[src/pkg/rsw_pkg.sv]
// Constants, field layout and types for the reset and watchdog block
package rsw_pkg;
   // Timing
   localparam int CLK_PERIOD_NS      = 8;
   localparam int STARTUP_TIMEOUT_NS = 64_000_000;
   localparam int STARTUP_CYCLES     = STARTUP_TIMEOUT_NS / CLK_PERIOD_NS;
   localparam int BOD_FILTER_NS      = 2_000;
   localparam int BOD_FILTER_CYCLES  =
      (BOD_FILTER_NS + CLK_PERIOD_NS - 1) / CLK_PERIOD_NS;
   localparam int WDT_OSC_HZ         = 128_000;
   localparam int WDT_BASE_CYCLES    = 2048;
   localparam logic [2:0] CHANGE_WINDOW_CYC = 3'h4;
   localparam logic [3:0] WDT_LAST_CODE     = 4'h9;
   localparam logic [3:0] WDT_FALLBACK_CODE = 4'h9;
   // Register indices; byte address is four times the index
   localparam logic [9:0] CTRL_IDX    = 10'h021;
   localparam logic [9:0] STATUS_IDX  = 10'h022;
   localparam logic [9:0] RESTART_IDX = 10'h023;
   localparam logic [9:0] MISC_IDX    = 10'h024;
   // Control register fields
   localparam int CTRL_FLAG_BIT = 7;
   localparam int CTRL_IE_BIT   = 6;
   localparam int CTRL_P3_BIT   = 5;
   localparam int CTRL_CE_BIT   = 4;
   localparam int CTRL_EN_BIT   = 3;
   // Status register fields
   localparam int STAT_WATCHDOG_RESET_FLAG_BIT  = 3;
   localparam int STAT_BORF_BIT  = 2;
   localparam int STAT_EXTRF_BIT = 1;
   localparam int STAT_PORF_BIT  = 0;
   // Restart and misc fields
   localparam int RESTART_BIT = 0;
   localparam int MISC_COMPARATOR_BANDGAP_SELECT_BIT  = 0;
   localparam int MISC_ADCEN_BIT = 1;
   // Reset values and encodings
   localparam logic [3:0] STAT_RST     = 4'h0;
   localparam logic [3:0] PER_RST      = 4'h0;
   localparam logic [2:0] BOD_FUSE_OFF = 3'h7;
   localparam logic [1:0] RESP_OKAY    = 2'h0;
   localparam logic [1:0] RESP_SLVERR  = 2'h2;

   typedef struct packed {
      logic       flag;
      logic       ie;
      logic [3:0] per;
      logic       en;
   } rsw_ctrl_t;

   // Time-out length in oscillator cycles, reserved codes fall back
   function automatic logic [20:0] rsw_period(input logic [3:0] code);
      logic [3:0] c;
      c = (code > WDT_LAST_CODE) ? WDT_FALLBACK_CODE : code;
      rsw_period = 21'(WDT_BASE_CYCLES) << c;
   endfunction
endpackage

[src/hw/rsw_top.sv]
// Reset sources, start-up delay and watchdog with AXI4-Lite registers
// Contract
// - Four reset sources reset the device
// - Power-on reset immediate; rise starts delay
// - Long external pin low resets, clockless
// - Pin release waits start-up time-out
// - Brown-out resets immediately, releases after time-out
// - Brown-out ignores dips shorter than filter
// - Watchdog reset pulse one clock; delay follows
// - Bandgap on for brown-out, comparator, converter
// - Watchdog counts separate 128 kHz oscillator
// - Counter cleared by restart, disable, reset
// - Ten selectable time-out periods
// - Expiry with reset action resets device
// - Time-out may raise interrupt instead
// - Level 1 starts disabled, enable anytime
// - Disable or period change inside window
// - Level 2 always running, enable reads one
// - Level 2 period change by timed sequence
// - Change window closes four clocks later
// - First time-out interrupts, clears interrupt enable, next resets
// - Level 1 enable forced while reset flag set
//
// The implementer's own choices: register access over AXI4-Lite and the placing of the registers.
`timescale 1ns/1ps
module rsw_top #(
   parameter int STARTUP_CYC  = rsw_pkg::STARTUP_CYCLES,
   parameter int BOD_FILT_CYC = rsw_pkg::BOD_FILTER_CYCLES,
   parameter int DLY_W        = 24
) (
   input  wire logic        clk_sys,
   input  wire logic        srst,
   input  wire logic        supply_below_por,
   input  wire logic        reset_pin_n,
   input  wire logic        reset_pin_enable,
   input  wire logic        supply_below_bod,
   input  wire logic [2:0]  brownout_level_fuses,
   input  wire logic        safety_level_fuse,
   input  wire logic        wdt_osc_clk,
   input  wire logic        irq_vector_ack,
   output logic             device_reset,
   output logic             bandgap_enable,
   output logic             wdt_irq,
   input  wire logic [11:0] s_axi_awaddr,
   input  wire logic        s_axi_awvalid,
   output logic             s_axi_awready,
   input  wire logic [31:0] s_axi_wdata,
   input  wire logic [3:0]  s_axi_wstrb,
   input  wire logic        s_axi_wvalid,
   output logic             s_axi_wready,
   output logic [1:0]       s_axi_bresp,
   output logic             s_axi_bvalid,
   input  wire logic        s_axi_bready,
   input  wire logic [11:0] s_axi_araddr,
   input  wire logic        s_axi_arvalid,
   output logic             s_axi_arready,
   output logic [31:0]      s_axi_rdata,
   output logic [1:0]       s_axi_rresp,
   output logic             s_axi_rvalid,
   input  wire logic        s_axi_rready
);
   localparam logic [DLY_W-1:0] DLY_LAST  = DLY_W'(STARTUP_CYC - 1);
   localparam logic [15:0]      BOD_LAST  = 16'(BOD_FILT_CYC);

   // Register index match for a byte address
   function automatic logic idx_hit(input logic [11:0] a,
                                    input logic [9:0] idx);
      idx_hit = (a[11:2] == idx);
   endfunction

   // Straps, bus and internal state
   logic             level2_q;
   logic [2:0]       bod_fuse_q;
   logic             aw_hold_q;
   logic             w_hold_q;
   logic [11:0]      awaddr_q;
   logic [31:0]      wdata_q;
   logic [3:0]       wstrb_q;
   logic             rst_q;
   logic [DLY_W-1:0] dly_q;
   logic [15:0]      bod_cnt_q;
   logic             bod_trip_q;
   logic             wdt_pulse_q;
   logic             osc_s1_q;
   logic             osc_s2_q;
   logic             osc_s3_q;
   logic [20:0]      wdt_cnt_q;
   logic [2:0]       win_q;
   logic [3:0]       stat_q;
   logic [1:0]       misc_q;
   rsw_pkg::rsw_ctrl_t ctrl_q;

   // Write decode
   wire        we       = aw_hold_q & w_hold_q & ~s_axi_bvalid;
   wire        wr_lane  = we & wstrb_q[0];
   wire [7:0]  wd       = wdata_q[7:0];
   wire        wr_ctrl  = wr_lane & idx_hit(awaddr_q, rsw_pkg::CTRL_IDX);
   wire        wr_stat  = wr_lane & idx_hit(awaddr_q, rsw_pkg::STATUS_IDX);
   wire        wr_misc  = wr_lane & idx_hit(awaddr_q, rsw_pkg::MISC_IDX);
   wire        wr_rstrt = wr_lane & idx_hit(awaddr_q, rsw_pkg::RESTART_IDX);
   wire        w_mapped = idx_hit(awaddr_q, rsw_pkg::CTRL_IDX)
                        | idx_hit(awaddr_q, rsw_pkg::STATUS_IDX)
                        | idx_hit(awaddr_q, rsw_pkg::MISC_IDX)
                        | idx_hit(awaddr_q, rsw_pkg::RESTART_IDX);

   // Reset sources
   wire bod_on    = (bod_fuse_q != rsw_pkg::BOD_FUSE_OFF);
   wire ext_low   = reset_pin_enable & ~reset_pin_n;
   wire async_src = supply_below_por | ext_low;
   wire sync_src  = srst | bod_trip_q | wdt_pulse_q;

   // Watchdog control decode
   wire watchdog_reset_flag      = stat_q[rsw_pkg::STAT_WATCHDOG_RESET_FLAG_BIT];
   wire en_eff    = level2_q | ctrl_q.en | watchdog_reset_flag;
   wire run       = en_eff | ctrl_q.ie;
   wire in_win    = (win_q != 3'h0);
   wire open_seq  = wr_ctrl & wd[rsw_pkg::CTRL_CE_BIT]
                  & wd[rsw_pkg::CTRL_EN_BIT];
   wire change    = wr_ctrl & in_win & ~wd[rsw_pkg::CTRL_CE_BIT];
   wire restart   = wr_rstrt & wd[rsw_pkg::RESTART_BIT];
   wire osc_tick  = osc_s2_q & ~osc_s3_q;
   wire [20:0] per_last = rsw_pkg::rsw_period(ctrl_q.per) - 21'h1;
   wire timeout   = run & osc_tick & ~restart & (wdt_cnt_q >= per_last);
   wire irq_fire  = timeout & ctrl_q.ie;
   wire rst_fire  = timeout & ~ctrl_q.ie & en_eff;
   wire ie_hw_clr = irq_fire & en_eff;

   // Read data and response
   wire [7:0] ctrl_rd = {ctrl_q.flag, ctrl_q.ie, ctrl_q.per[3], in_win,
                         en_eff, ctrl_q.per[2:0]};
   wire r_ctrl = idx_hit(s_axi_araddr, rsw_pkg::CTRL_IDX);
   wire r_stat = idx_hit(s_axi_araddr, rsw_pkg::STATUS_IDX);
   wire r_misc = idx_hit(s_axi_araddr, rsw_pkg::MISC_IDX);
   wire r_rst  = idx_hit(s_axi_araddr, rsw_pkg::RESTART_IDX);
   wire [31:0] rd_mux = r_ctrl ? {24'h00_0000, ctrl_rd}
                      : r_stat ? {28'h000_0000, stat_q}
                      : r_misc ? {30'h0000_0000, misc_q}
                      : 32'h0000_0000;
   wire [1:0] rd_resp = (r_ctrl | r_stat | r_misc | r_rst)
                      ? rsw_pkg::RESP_OKAY : rsw_pkg::RESP_SLVERR;

   // Straps are caught while the block reset is held
   always_ff @(posedge clk_sys)
   begin
      if (srst)
      begin
         level2_q   <= safety_level_fuse;
         bod_fuse_q <= brownout_level_fuses;
      end
   end

   // Write address and data taken in either order
   always_ff @(posedge clk_sys)
   begin
      if (srst)
      begin
         aw_hold_q     <= 1'b0;
         s_axi_awready <= 1'b1;
         awaddr_q      <= 12'h000;
      end
      else if (s_axi_awvalid && s_axi_awready)
      begin
         aw_hold_q     <= 1'b1;
         s_axi_awready <= 1'b0;
         awaddr_q      <= s_axi_awaddr;
      end
      else if (we)
         aw_hold_q <= 1'b0;
      else if (s_axi_bvalid && s_axi_bready)
         s_axi_awready <= 1'b1;
   end

   always_ff @(posedge clk_sys)
   begin
      if (srst)
      begin
         w_hold_q     <= 1'b0;
         s_axi_wready <= 1'b1;
         wdata_q      <= 32'h0000_0000;
         wstrb_q      <= 4'h0;
      end
      else if (s_axi_wvalid && s_axi_wready)
      begin
         w_hold_q     <= 1'b1;
         s_axi_wready <= 1'b0;
         wdata_q      <= s_axi_wdata;
         wstrb_q      <= s_axi_wstrb;
      end
      else if (we)
         w_hold_q <= 1'b0;
      else if (s_axi_bvalid && s_axi_bready)
         s_axi_wready <= 1'b1;
   end

   // Write response one cycle after both halves are held
   always_ff @(posedge clk_sys)
   begin
      if (srst)
      begin
         s_axi_bvalid <= 1'b0;
         s_axi_bresp  <= rsw_pkg::RESP_OKAY;
      end
      else if (we)
      begin
         s_axi_bvalid <= 1'b1;
         s_axi_bresp  <= w_mapped ? rsw_pkg::RESP_OKAY
                                  : rsw_pkg::RESP_SLVERR;
      end
      else if (s_axi_bready)
         s_axi_bvalid <= 1'b0;
   end

   // Read channel, answered the cycle after the address
   always_ff @(posedge clk_sys)
   begin
      if (srst)
      begin
         s_axi_arready <= 1'b1;
         s_axi_rvalid  <= 1'b0;
         s_axi_rdata   <= 32'h0000_0000;
         s_axi_rresp   <= rsw_pkg::RESP_OKAY;
      end
      else if (s_axi_arvalid && s_axi_arready)
      begin
         s_axi_arready <= 1'b0;
         s_axi_rvalid  <= 1'b1;
         s_axi_rdata   <= rd_mux;
         s_axi_rresp   <= rd_resp;
      end
      else if (s_axi_rvalid && s_axi_rready)
      begin
         s_axi_rvalid  <= 1'b0;
         s_axi_arready <= 1'b1;
      end
   end

   // Brown-out filter; short dips never reach the counter's end
   always_ff @(posedge clk_sys)
   begin
      if (srst || !bod_on || !supply_below_bod)
      begin
         bod_cnt_q  <= 16'h0000;
         bod_trip_q <= 1'b0;
      end
      else if (bod_cnt_q == BOD_LAST)
         bod_trip_q <= 1'b1;
      else
         bod_cnt_q <= bod_cnt_q + 16'h0001;
   end

   // Internal reset: pin and supply set it with no clock needed,
   // release only after the start-up count, on a clock edge
   always_ff @(posedge clk_sys or posedge async_src)
   begin
      if (async_src)
      begin
         rst_q <= 1'b1;
         dly_q <= '0;
      end
      else if (sync_src)
      begin
         rst_q <= 1'b1;
         dly_q <= '0;
      end
      else if (rst_q)
      begin
         if (dly_q == DLY_LAST)
            rst_q <= 1'b0;
         else
            dly_q <= dly_q + DLY_W'(1);
      end
   end

   // One-clock watchdog reset pulse; the delay starts after it falls
   always_ff @(posedge clk_sys)
   begin
      if (srst || rst_q)
         wdt_pulse_q <= 1'b0;
      else
         wdt_pulse_q <= rst_fire;
   end

   // Oscillator synchroniser; only the later stages feed the edge
   always_ff @(posedge clk_sys)
   begin
      osc_s1_q <= wdt_osc_clk;
      osc_s2_q <= osc_s1_q;
      osc_s3_q <= osc_s2_q;
   end

   // Watchdog counter in oscillator cycles
   always_ff @(posedge clk_sys)
   begin
      if (srst || rst_q || restart || !run)
         wdt_cnt_q <= 21'h0_0000;
      else if (osc_tick)
         wdt_cnt_q <= (wdt_cnt_q >= per_last) ? 21'h0_0000
                                               : wdt_cnt_q + 21'h1;
   end

   // Change window; reopened by a fresh opening write
   always_ff @(posedge clk_sys)
   begin
      if (srst || rst_q)
         win_q <= 3'h0;
      else if (open_seq)
         win_q <= rsw_pkg::CHANGE_WINDOW_CYC;
      else if (change)
         win_q <= 3'h0;
      else if (in_win)
         win_q <= win_q - 3'h1;
   end

   // Watchdog control; level 1 starts stopped after device reset unless watchdog_reset_flag is set
   always_ff @(posedge clk_sys)
   begin
      if (srst || rst_q)
      begin
         ctrl_q.en   <= 1'b0;
         ctrl_q.ie   <= 1'b0;
         ctrl_q.per  <= rsw_pkg::PER_RST;
         ctrl_q.flag <= 1'b0;
      end
      else
      begin
         if (wr_ctrl && wd[rsw_pkg::CTRL_EN_BIT])
            ctrl_q.en <= 1'b1;
         else if (change && !level2_q)
            ctrl_q.en <= 1'b0;
         if (change)
            ctrl_q.per <= {wd[rsw_pkg::CTRL_P3_BIT], wd[2:0]};
         // Hardware clear wins so reset security is never lost
         if (ie_hw_clr)
            ctrl_q.ie <= 1'b0;
         else if (wr_ctrl)
            ctrl_q.ie <= wd[rsw_pkg::CTRL_IE_BIT];
         // Time-out flag: set wins over any clear
         if (irq_fire)
            ctrl_q.flag <= 1'b1;
         else if (irq_vector_ack ||
                  (wr_ctrl && wd[rsw_pkg::CTRL_FLAG_BIT]))
            ctrl_q.flag <= 1'b0;
      end
   end

   // Reset cause flags survive the internal reset; set beats clear
   always_ff @(posedge clk_sys)
   begin
      if (srst)
         stat_q <= rsw_pkg::STAT_RST;
      else if (supply_below_por)
         stat_q <= 4'h1;
      else
      begin
         for (int i = 0; i < 4; i++)
         begin
            if (wr_stat && !wd[i])
               stat_q[i] <= 1'b0;
         end
         if (ext_low)
            stat_q[rsw_pkg::STAT_EXTRF_BIT] <= 1'b1;
         if (bod_trip_q)
            stat_q[rsw_pkg::STAT_BORF_BIT] <= 1'b1;
         if (wdt_pulse_q)
            stat_q[rsw_pkg::STAT_WATCHDOG_RESET_FLAG_BIT] <= 1'b1;
      end
   end

   // Comparator and converter reference requests
   always_ff @(posedge clk_sys)
   begin
      if (srst || rst_q)
         misc_q <= 2'h0;
      else if (wr_misc)
         misc_q <= wd[1:0];
   end

   // Bandgap enable, registered
   always_ff @(posedge clk_sys)
   begin
      if (srst)
         bandgap_enable <= 1'b0;
      else
         bandgap_enable <= bod_on | misc_q[rsw_pkg::MISC_COMPARATOR_BANDGAP_SELECT_BIT]
                         | misc_q[rsw_pkg::MISC_ADCEN_BIT];
   end

   // Outputs straight from flops
   assign device_reset = rst_q;
   assign wdt_irq      = ctrl_q.flag;

endmodule // rsw_top

[config.mk]
export PLATFORM = sky130hd
export DESIGN_NAME = rsw_top
export DESIGN_NICKNAME = d
export VERILOG_FILES = /design/src/pkg/rsw_pkg.sv /design/src/hw/rsw_top.sv
export SDC_FILE = /design/constraint.sdc
export NUM_CORES = 1
export LEC_CHECK = 0
export ABC_AREA = 1
export BUFFER_PORTS_ARGS = -buffer_cell sky130_fd_sc_hd__buf_2
export CAP_MARGIN = 20
export CORE_MARGIN = 3
export CORE_UTILIZATION = 45
export CTS_BUF_LIST = sky130_fd_sc_hd__clkbuf_16
export DETAILED_ROUTE_END_ITERATION = 7
export PLACE_DENSITY = 0.73
export SYNTH_ARGS = -nofsm -noshare
export SYNTH_HDL_FRONTEND = slang
export SYNTH_SLANG_ARGS = --single-unit
[constraint.sdc]
create_clock -name clk_sys -period 4 [get_ports clk_sys]
set_input_delay 1 -clock clk_sys [delete_from_list [all_inputs] [get_ports clk_sys]]
set_output_delay 1 -clock clk_sys [all_outputs]
set_load 0.005 [all_outputs]
# == Word-level counts from Yosys, hierarchy flattened ==
# Cells that the tools add are included.
# totals
regBits,152
input_bits,77
output_inout_bits,44
elab_cells,187
# classes
add_sub_neg,5
magnitude_cmp,2
eq_ne,14
shifts,1
muxes,41
n_bitwise,41
n_reduce_logical,47
# op_table
operator,n
$eq 10x6->1 const B,8
$mux 24,3
$mux 1,28
$reduce_bool 2->1,13
$add 24x1->24 const B,1
$eq 24x23->1 const B,1
$add 21x1->21 const B,1
$and 1x1->1,21
$ge 21x21->1,1
$mux 21,1
$shl 12x4->21 const A,1
$sub 21x1->21 const B,1
$add 16x1->16 const B,1
$eq 16x8->1 const B,1
$or 1x1->1,14
$logic_and 1x1->1,12
$mux 3,3
$logic_not 1->1,8
$mux 4,2
$mux 8,1
$logic_or 1x1->1,6
$mux 2,3
$not 1->1,6
$reduce_and 2->1,3
other kinds (8),11

# == Longest topological paths before layout ==
# logic_depth
ltp_word,11
ltp_mapped,18
mapped_depth_nobuf,17

# == Worst setup path after synthesis ==
# Ideal clock, no wire load.
# synth_path
path_type,register to register
from,register ctrl_q[4] (netlist name)
to,register wdt_cnt_q[17]
setup_time_ns,0.064
arrival_time_ns,2.105
t_required_ns,3.936
path_slack_ns,1.831
stages_incl_launch_ff,17
n_path_buf,1
synth_period_minus_slack_ns,2.169
cell_sequence,dfxtp_1 -> nor2_1 -> nand2_1 -> nor2_1 -> inv_1 -> ha_1 -> nand3_1 -> xnor2_1 -> ha_1 -> nand4_1 -> a21oi_1 -> nor2_1 -> nand2_2 -> nand2_4 -> nand2_2 -> buf_6 -> nor2_1
# synth_via
elab_chain_len,6
# synth_lines
element,line_no,source
"start, declared",rsw_top.sv:91,rsw_pkg::rsw_ctrl_t ctrl_q;
$gt 4x4->1,rsw_pkg.sv:52,c = (code > WDT_LAST_CODE) ? WDT_FALLBACK_CODE : code;
$mux 4 (*),rsw_pkg.sv:52,
$shl 12x4->21 (*),rsw_pkg.sv:53,rsw_period = 21'(WDT_BASE_CYCLES) << c;
$sub 21x1->21 (*),rsw_top.sv:122,wire [20:0] per_last = rsw_pkg::rsw_period(ctrl_q.per) - 21'h1;
$ge 21x21->1 (*),rsw_top.sv:297,wdt_cnt_q <= (wdt_cnt_q >= per_last) ? 21'h0_0000
$mux 21 (*),rsw_top.sv:297,
"end signal, assigned",rsw_top.sv:297,
"end, declared",rsw_top.sv:87,logic [20:0] wdt_cnt_q;
# Every way passes the cells marked *; elsewhere a longest branch is shown, timed or not.
# A chain may end at the register's enable or synchronous reset.

# == Worst setup path after layout ==
# layout_path
from,register ctrl_q[4] (netlist name)
to,register wdt_cnt_q[15]
# The elaborated chain is that of the path after synthesis.

==> reports/qor.txt <==
========================================================================================
Setup crit end kind                                                                 flop
Syn_area_per_cell                                                              7.351 µm²
Crit-path leading delay family                                              simple AND/OR/NAND/NOR gates
CTS tree                                                                            done
RSZ-0062 raised after global routing                                                  no
Signed area change from the synthesized netlist to the final layout               14.77%
Cell-by-cell trace of the critical path                                     nor2_1 -> nand2_1 -> nor2_1 -> inv_1 -> ha_1 -> nand3_1 -> xnor2_1 -> ha_1 -> nand4_1 -> a21oi_1 -> nor2_1 -> nand2_2 -> nand2_4 -> nand2_2 -> nor2_1
Critical path required time                                                      4.35 ns
Number of synthesized flops with an enable pin                                         4
Area share of the largest cell type after synthesis                               0.2904
Most common cell on crit path                                               sky130_fd_sc_hd__nor2_1
Maximum number of pins on one net before global-route repair                          33
Yosys warning total                                                                    0
Cell type with the highest aggregate area in the netlist                    sky130_fd_sc_hd__dfxtp_1
Setup Fix Bufs, Post-CTS                                                               0
Synthesized instance count                                                           891
Maximum single-stage delay on the critical path                                  0.35 ns
Clk pin slew, worst setup/hold paths                                             0.05 ns
VDD IR max                                                                   0.0003161 V
Horizontal extent of the die                                                    126.6 µm
Post-synthesis instance area                                                    6550 µm²
Count of pins over their slew limit                                                    0
Initial core utilization                                                          0.4665
I/O Pins                                                                             121
Number of violations reported at the end of detailed-routing iteration 0             307
Setup Total Neg Slack                                                               0 ns
Number of gates given a new drive strength after cts                                   0
CTS sink count                                                                       124
WL per Instance                                                                 12.75 µm
Crit Path Class                                                                  reg2reg
Nets@finish                                                                         1053
Finish-stage setup viols                                                               0
Synth Flop Type                                                             sky130_fd_sc_hd__dfxtp_1
Ratio of total power to cell area                                           398.7 nW/µm²
Clock period minus worst slack                                                  2.530 ns
Length of the first detailed-routing pass in iterations                                5
Antenna violations before repair                                                       0
Biggest area contributors in the synthesized netlist                        sky130_fd_sc_hd__dfxtp_1 29%, sky130_fd_sc_hd__dfrtp_1 9.2%, sky130_fd_sc_hd__nand2_1 8.1%, sky130_fd_sc_hd__nor2_1 6.9%, sky130_fd_sc_hd__nand3_1 6.0%
Worst Path Arrival                                                               2.88 ns
Die Outline Area                                                               16040 µm²
HPWL after DPL                                                                  11080 µm
Cts-stage hold buffer count                                                            0
Clk_skew                                                                     0.006158 ns
ANT nets after route                                                                   0
H-tree depth                                                                           4
Die height                                                                      126.6 µm
MaxCap Viol Count                                                                      0
Portion of the clock cycle consumed by the worst path in the final layout         0.6324
Routability Congestion                                                            0.9036
Std-Cell Core Area                                                             14040 µm²
Final core utilization                                                            0.5353
Total inserted antenna cells                                                           0
Vias after detailed routing                                                         5868
Count of input and output buffers                                                     63
Hold Violations, Final                                                                 0
Vias in the first global route                                                      5365
Min-Delay Path Class                                                             reg2reg
Flop and latch count out of synthesis                                                124
Standard cell area after detailed placement                                     6922 µm²
Synth cell types                                                                      45
Layout cells sized above 1                                                        0.1512
Run status                                                                  finished clean
Top cells by instance count after synthesis                                 141 x sky130_fd_sc_hd__nand2_1, 120 x sky130_fd_sc_hd__nor2_1, 104 x sky130_fd_sc_hd__inv_1
Cts bufs inserted                                                                     17
Cell with the largest stage delay on the worst path                         sky130_fd_sc_hd__dfxtp_1
Kind of launch point of the worst setup path                                        flop
Final instance area                                                             7517 µm²
Clock Latency Late Sink                                                          0.42 ns
Leakage component of the power                                                  3.178 nW
Std-Cell Rows                                                                         43
Register-to-register path setup slack                                            1.47 ns
Share of synthesized area occupied by flip-flops and latches                      0.4044
Wire length after detailed routing                                              14690 µm
Total routing resource utilization after global routing                           0.1888
Async SR Flop Fraction                                                            0.2016
Overflow left after global routing                                                     0
Largest fanout on the critical path                                                   11
Most frequently used cell type in the post-synthesis netlist                sky130_fd_sc_hd__nand2_1
Via density                                                                        5.094
Drt drc                                                                                0
Number of buffer and inverter stages on the critical path                              1
Fmax                                                                          0.3953 GHz
Global-route wire length before repair                                          24760 µm
Master cell of the clock root buffer                                        sky130_fd_sc_hd__clkbuf_16
Buffers from clock root to sink, at most                                               2
========================================================================================
## registers in the layout, summed over array words and instances (netlist names), 2 cells and up
register	flops
bod_cnt_q	16
stat_q	4
dly_q	24
win_q	3
wdata_q	8
bod_fuse_q	3
awaddr_q	10
s_axi_rdata	8
ctrl_q	6
wdt_cnt_q	21
misc_q	2
## cell families after synthesis
kind of cell | after synthesis | share of synthesized area
AND/OR/NAND/NOR | 423 | 0.2980
AO/OA/AOI/OAI | 151 | 0.1303
XOR/XNOR | 18 | 0.02407
other | 2 | 0.001147
adder cells (fa/ha/maj) | 17 | 0.03247
buffers and inverters | 156 | 0.1096
flip-flops | 124 | 0.4044
## per-stage QoR
stage               hold WS [ns]  std cells  worst slack, ns  power [mW]
floorplan                 0.3096        916            1.388       1.455
global placement          0.3113       1120            1.500       1.501
detailed placement        0.3150       1120            1.455       1.504
CTS                       0.3323       1152            1.442       3.026
global route              0.3414       1152            1.182       3.108
finish                    0.3283       1152            1.470       2.997
## final cells by class
cell class / count / area [µm²]
fill: 1351 / 6525
multi-input combinational: 636 / 3281
sequential: 124 / 2649
clock buffer: 19 / 475.5
inverter: 114 / 429.2
timing repair buffer: 66 / 337.8
tap: 180 / 225.2
clock inverter: 13 / 120.1
## cells in the final DEF (no fill, tap or decap), types with 2 or more instances in the layout
| master | synthesis | routed |
|---|---|---|
| sky130_fd_sc_hd__nand2_1 | 141 | 141 |
| sky130_fd_sc_hd__nor2_1 | 120 | 120 |
| sky130_fd_sc_hd__inv_1 | 104 | 106 |
| sky130_fd_sc_hd__dfxtp_1 | 95 | 95 |
| sky130_fd_sc_hd__nand3_1 | 79 | 79 |
| sky130_fd_sc_hd__buf_2 | 3 | 63 |
| sky130_fd_sc_hd__o21ai_0 | 60 | 60 |
| sky130_fd_sc_hd__a21oi_1 | 56 | 55 |
| sky130_fd_sc_hd__nand4_1 | 34 | 34 |
| sky130_fd_sc_hd__conb_1 | 2 | 27 |
| sky130_fd_sc_hd__dfrtp_1 | 24 | 24 |
| sky130_fd_sc_hd__nor3_1 | 20 | 20 |
| sky130_fd_sc_hd__clkbuf_16 | 0 | 19 |
| sky130_fd_sc_hd__ha_1 | 17 | 17 |
| sky130_fd_sc_hd__o21ai_2 | 16 | 16 |
| sky130_fd_sc_hd__xor2_1 | 14 | 14 |
| sky130_fd_sc_hd__inv_2 | 8 | 8 |
| sky130_fd_sc_hd__nand2_2 | 7 | 7 |
| sky130_fd_sc_hd__nor2_4 | 5 | 5 |
| sky130_fd_sc_hd__a211oi_1 | 5 | 5 |
| sky130_fd_sc_hd__clkinv_2 | 1 | 4 |
| sky130_fd_sc_hd__nand3_2 | 4 | 4 |
| sky130_fd_sc_hd__xnor2_1 | 4 | 4 |
| sky130_fd_sc_hd__clkinv_1 | 1 | 4 |
| sky130_fd_sc_hd__edfxtp_1 | 4 | 4 |
| sky130_fd_sc_hd__nand2_4 | 3 | 3 |
| sky130_fd_sc_hd__nor3_2 | 3 | 3 |
| sky130_fd_sc_hd__o21ai_1 | 3 | 3 |
| sky130_fd_sc_hd__buf_4 | 26 | 3 |
| sky130_fd_sc_hd__nor2_2 | 2 | 2 |
| sky130_fd_sc_hd__o21a_1 | 2 | 2 |
| sky130_fd_sc_hd__a21o_1 | 2 | 2 |
| sky130_fd_sc_hd__o211ai_1 | 2 | 2 |
| sky130_fd_sc_hd__o21bai_1 | 2 | 2 |
| sky130_fd_sc_hd__clkinv_4 | 0 | 2 |
| sky130_fd_sc_hd__bufinv_16 | 0 | 2 |
## layer usage
metal	up-vias	part of all wire	GRT usage
li1	3032	-	-
met2	181	0.45	0.2914
met4	0	0.032	0.08644
met1	2618	0.46	0.2491
met3	37	0.064	0.04800
met5	-	0	0
## path summary, 6_finish.rpt
| check | startpoint | end | depth (start not counted) |
|---|---|---|---|
| setup / recovery | ctrl_q[4] | wdt_cnt_q[15] | 15 |
| hold / removal | osc_s1_q | osc_s2_q | 0 |
| setup reg to reg | ctrl_q[4] | wdt_cnt_q[15] | 15 |
| hold reg to reg | osc_s1_q | osc_s2_q | 0 |
| max in group asynchronous | reset_pin_n | device_reset | 4 |
| min in group asynchronous | supply_below_por | dly_q[23] | 3 |
## power by group
group	total, mW	switching, mW	leakage (nW)	internal (mW)
Combinational	0.164	0.105	1.72	0.0586
Sequential	1.32	0.0278	1.16	1.29
Clock	1.52	0.539	0.302	0.978
Total	3.00	0.672	3.18	2.33
Power figures use the tool's default switching activity.
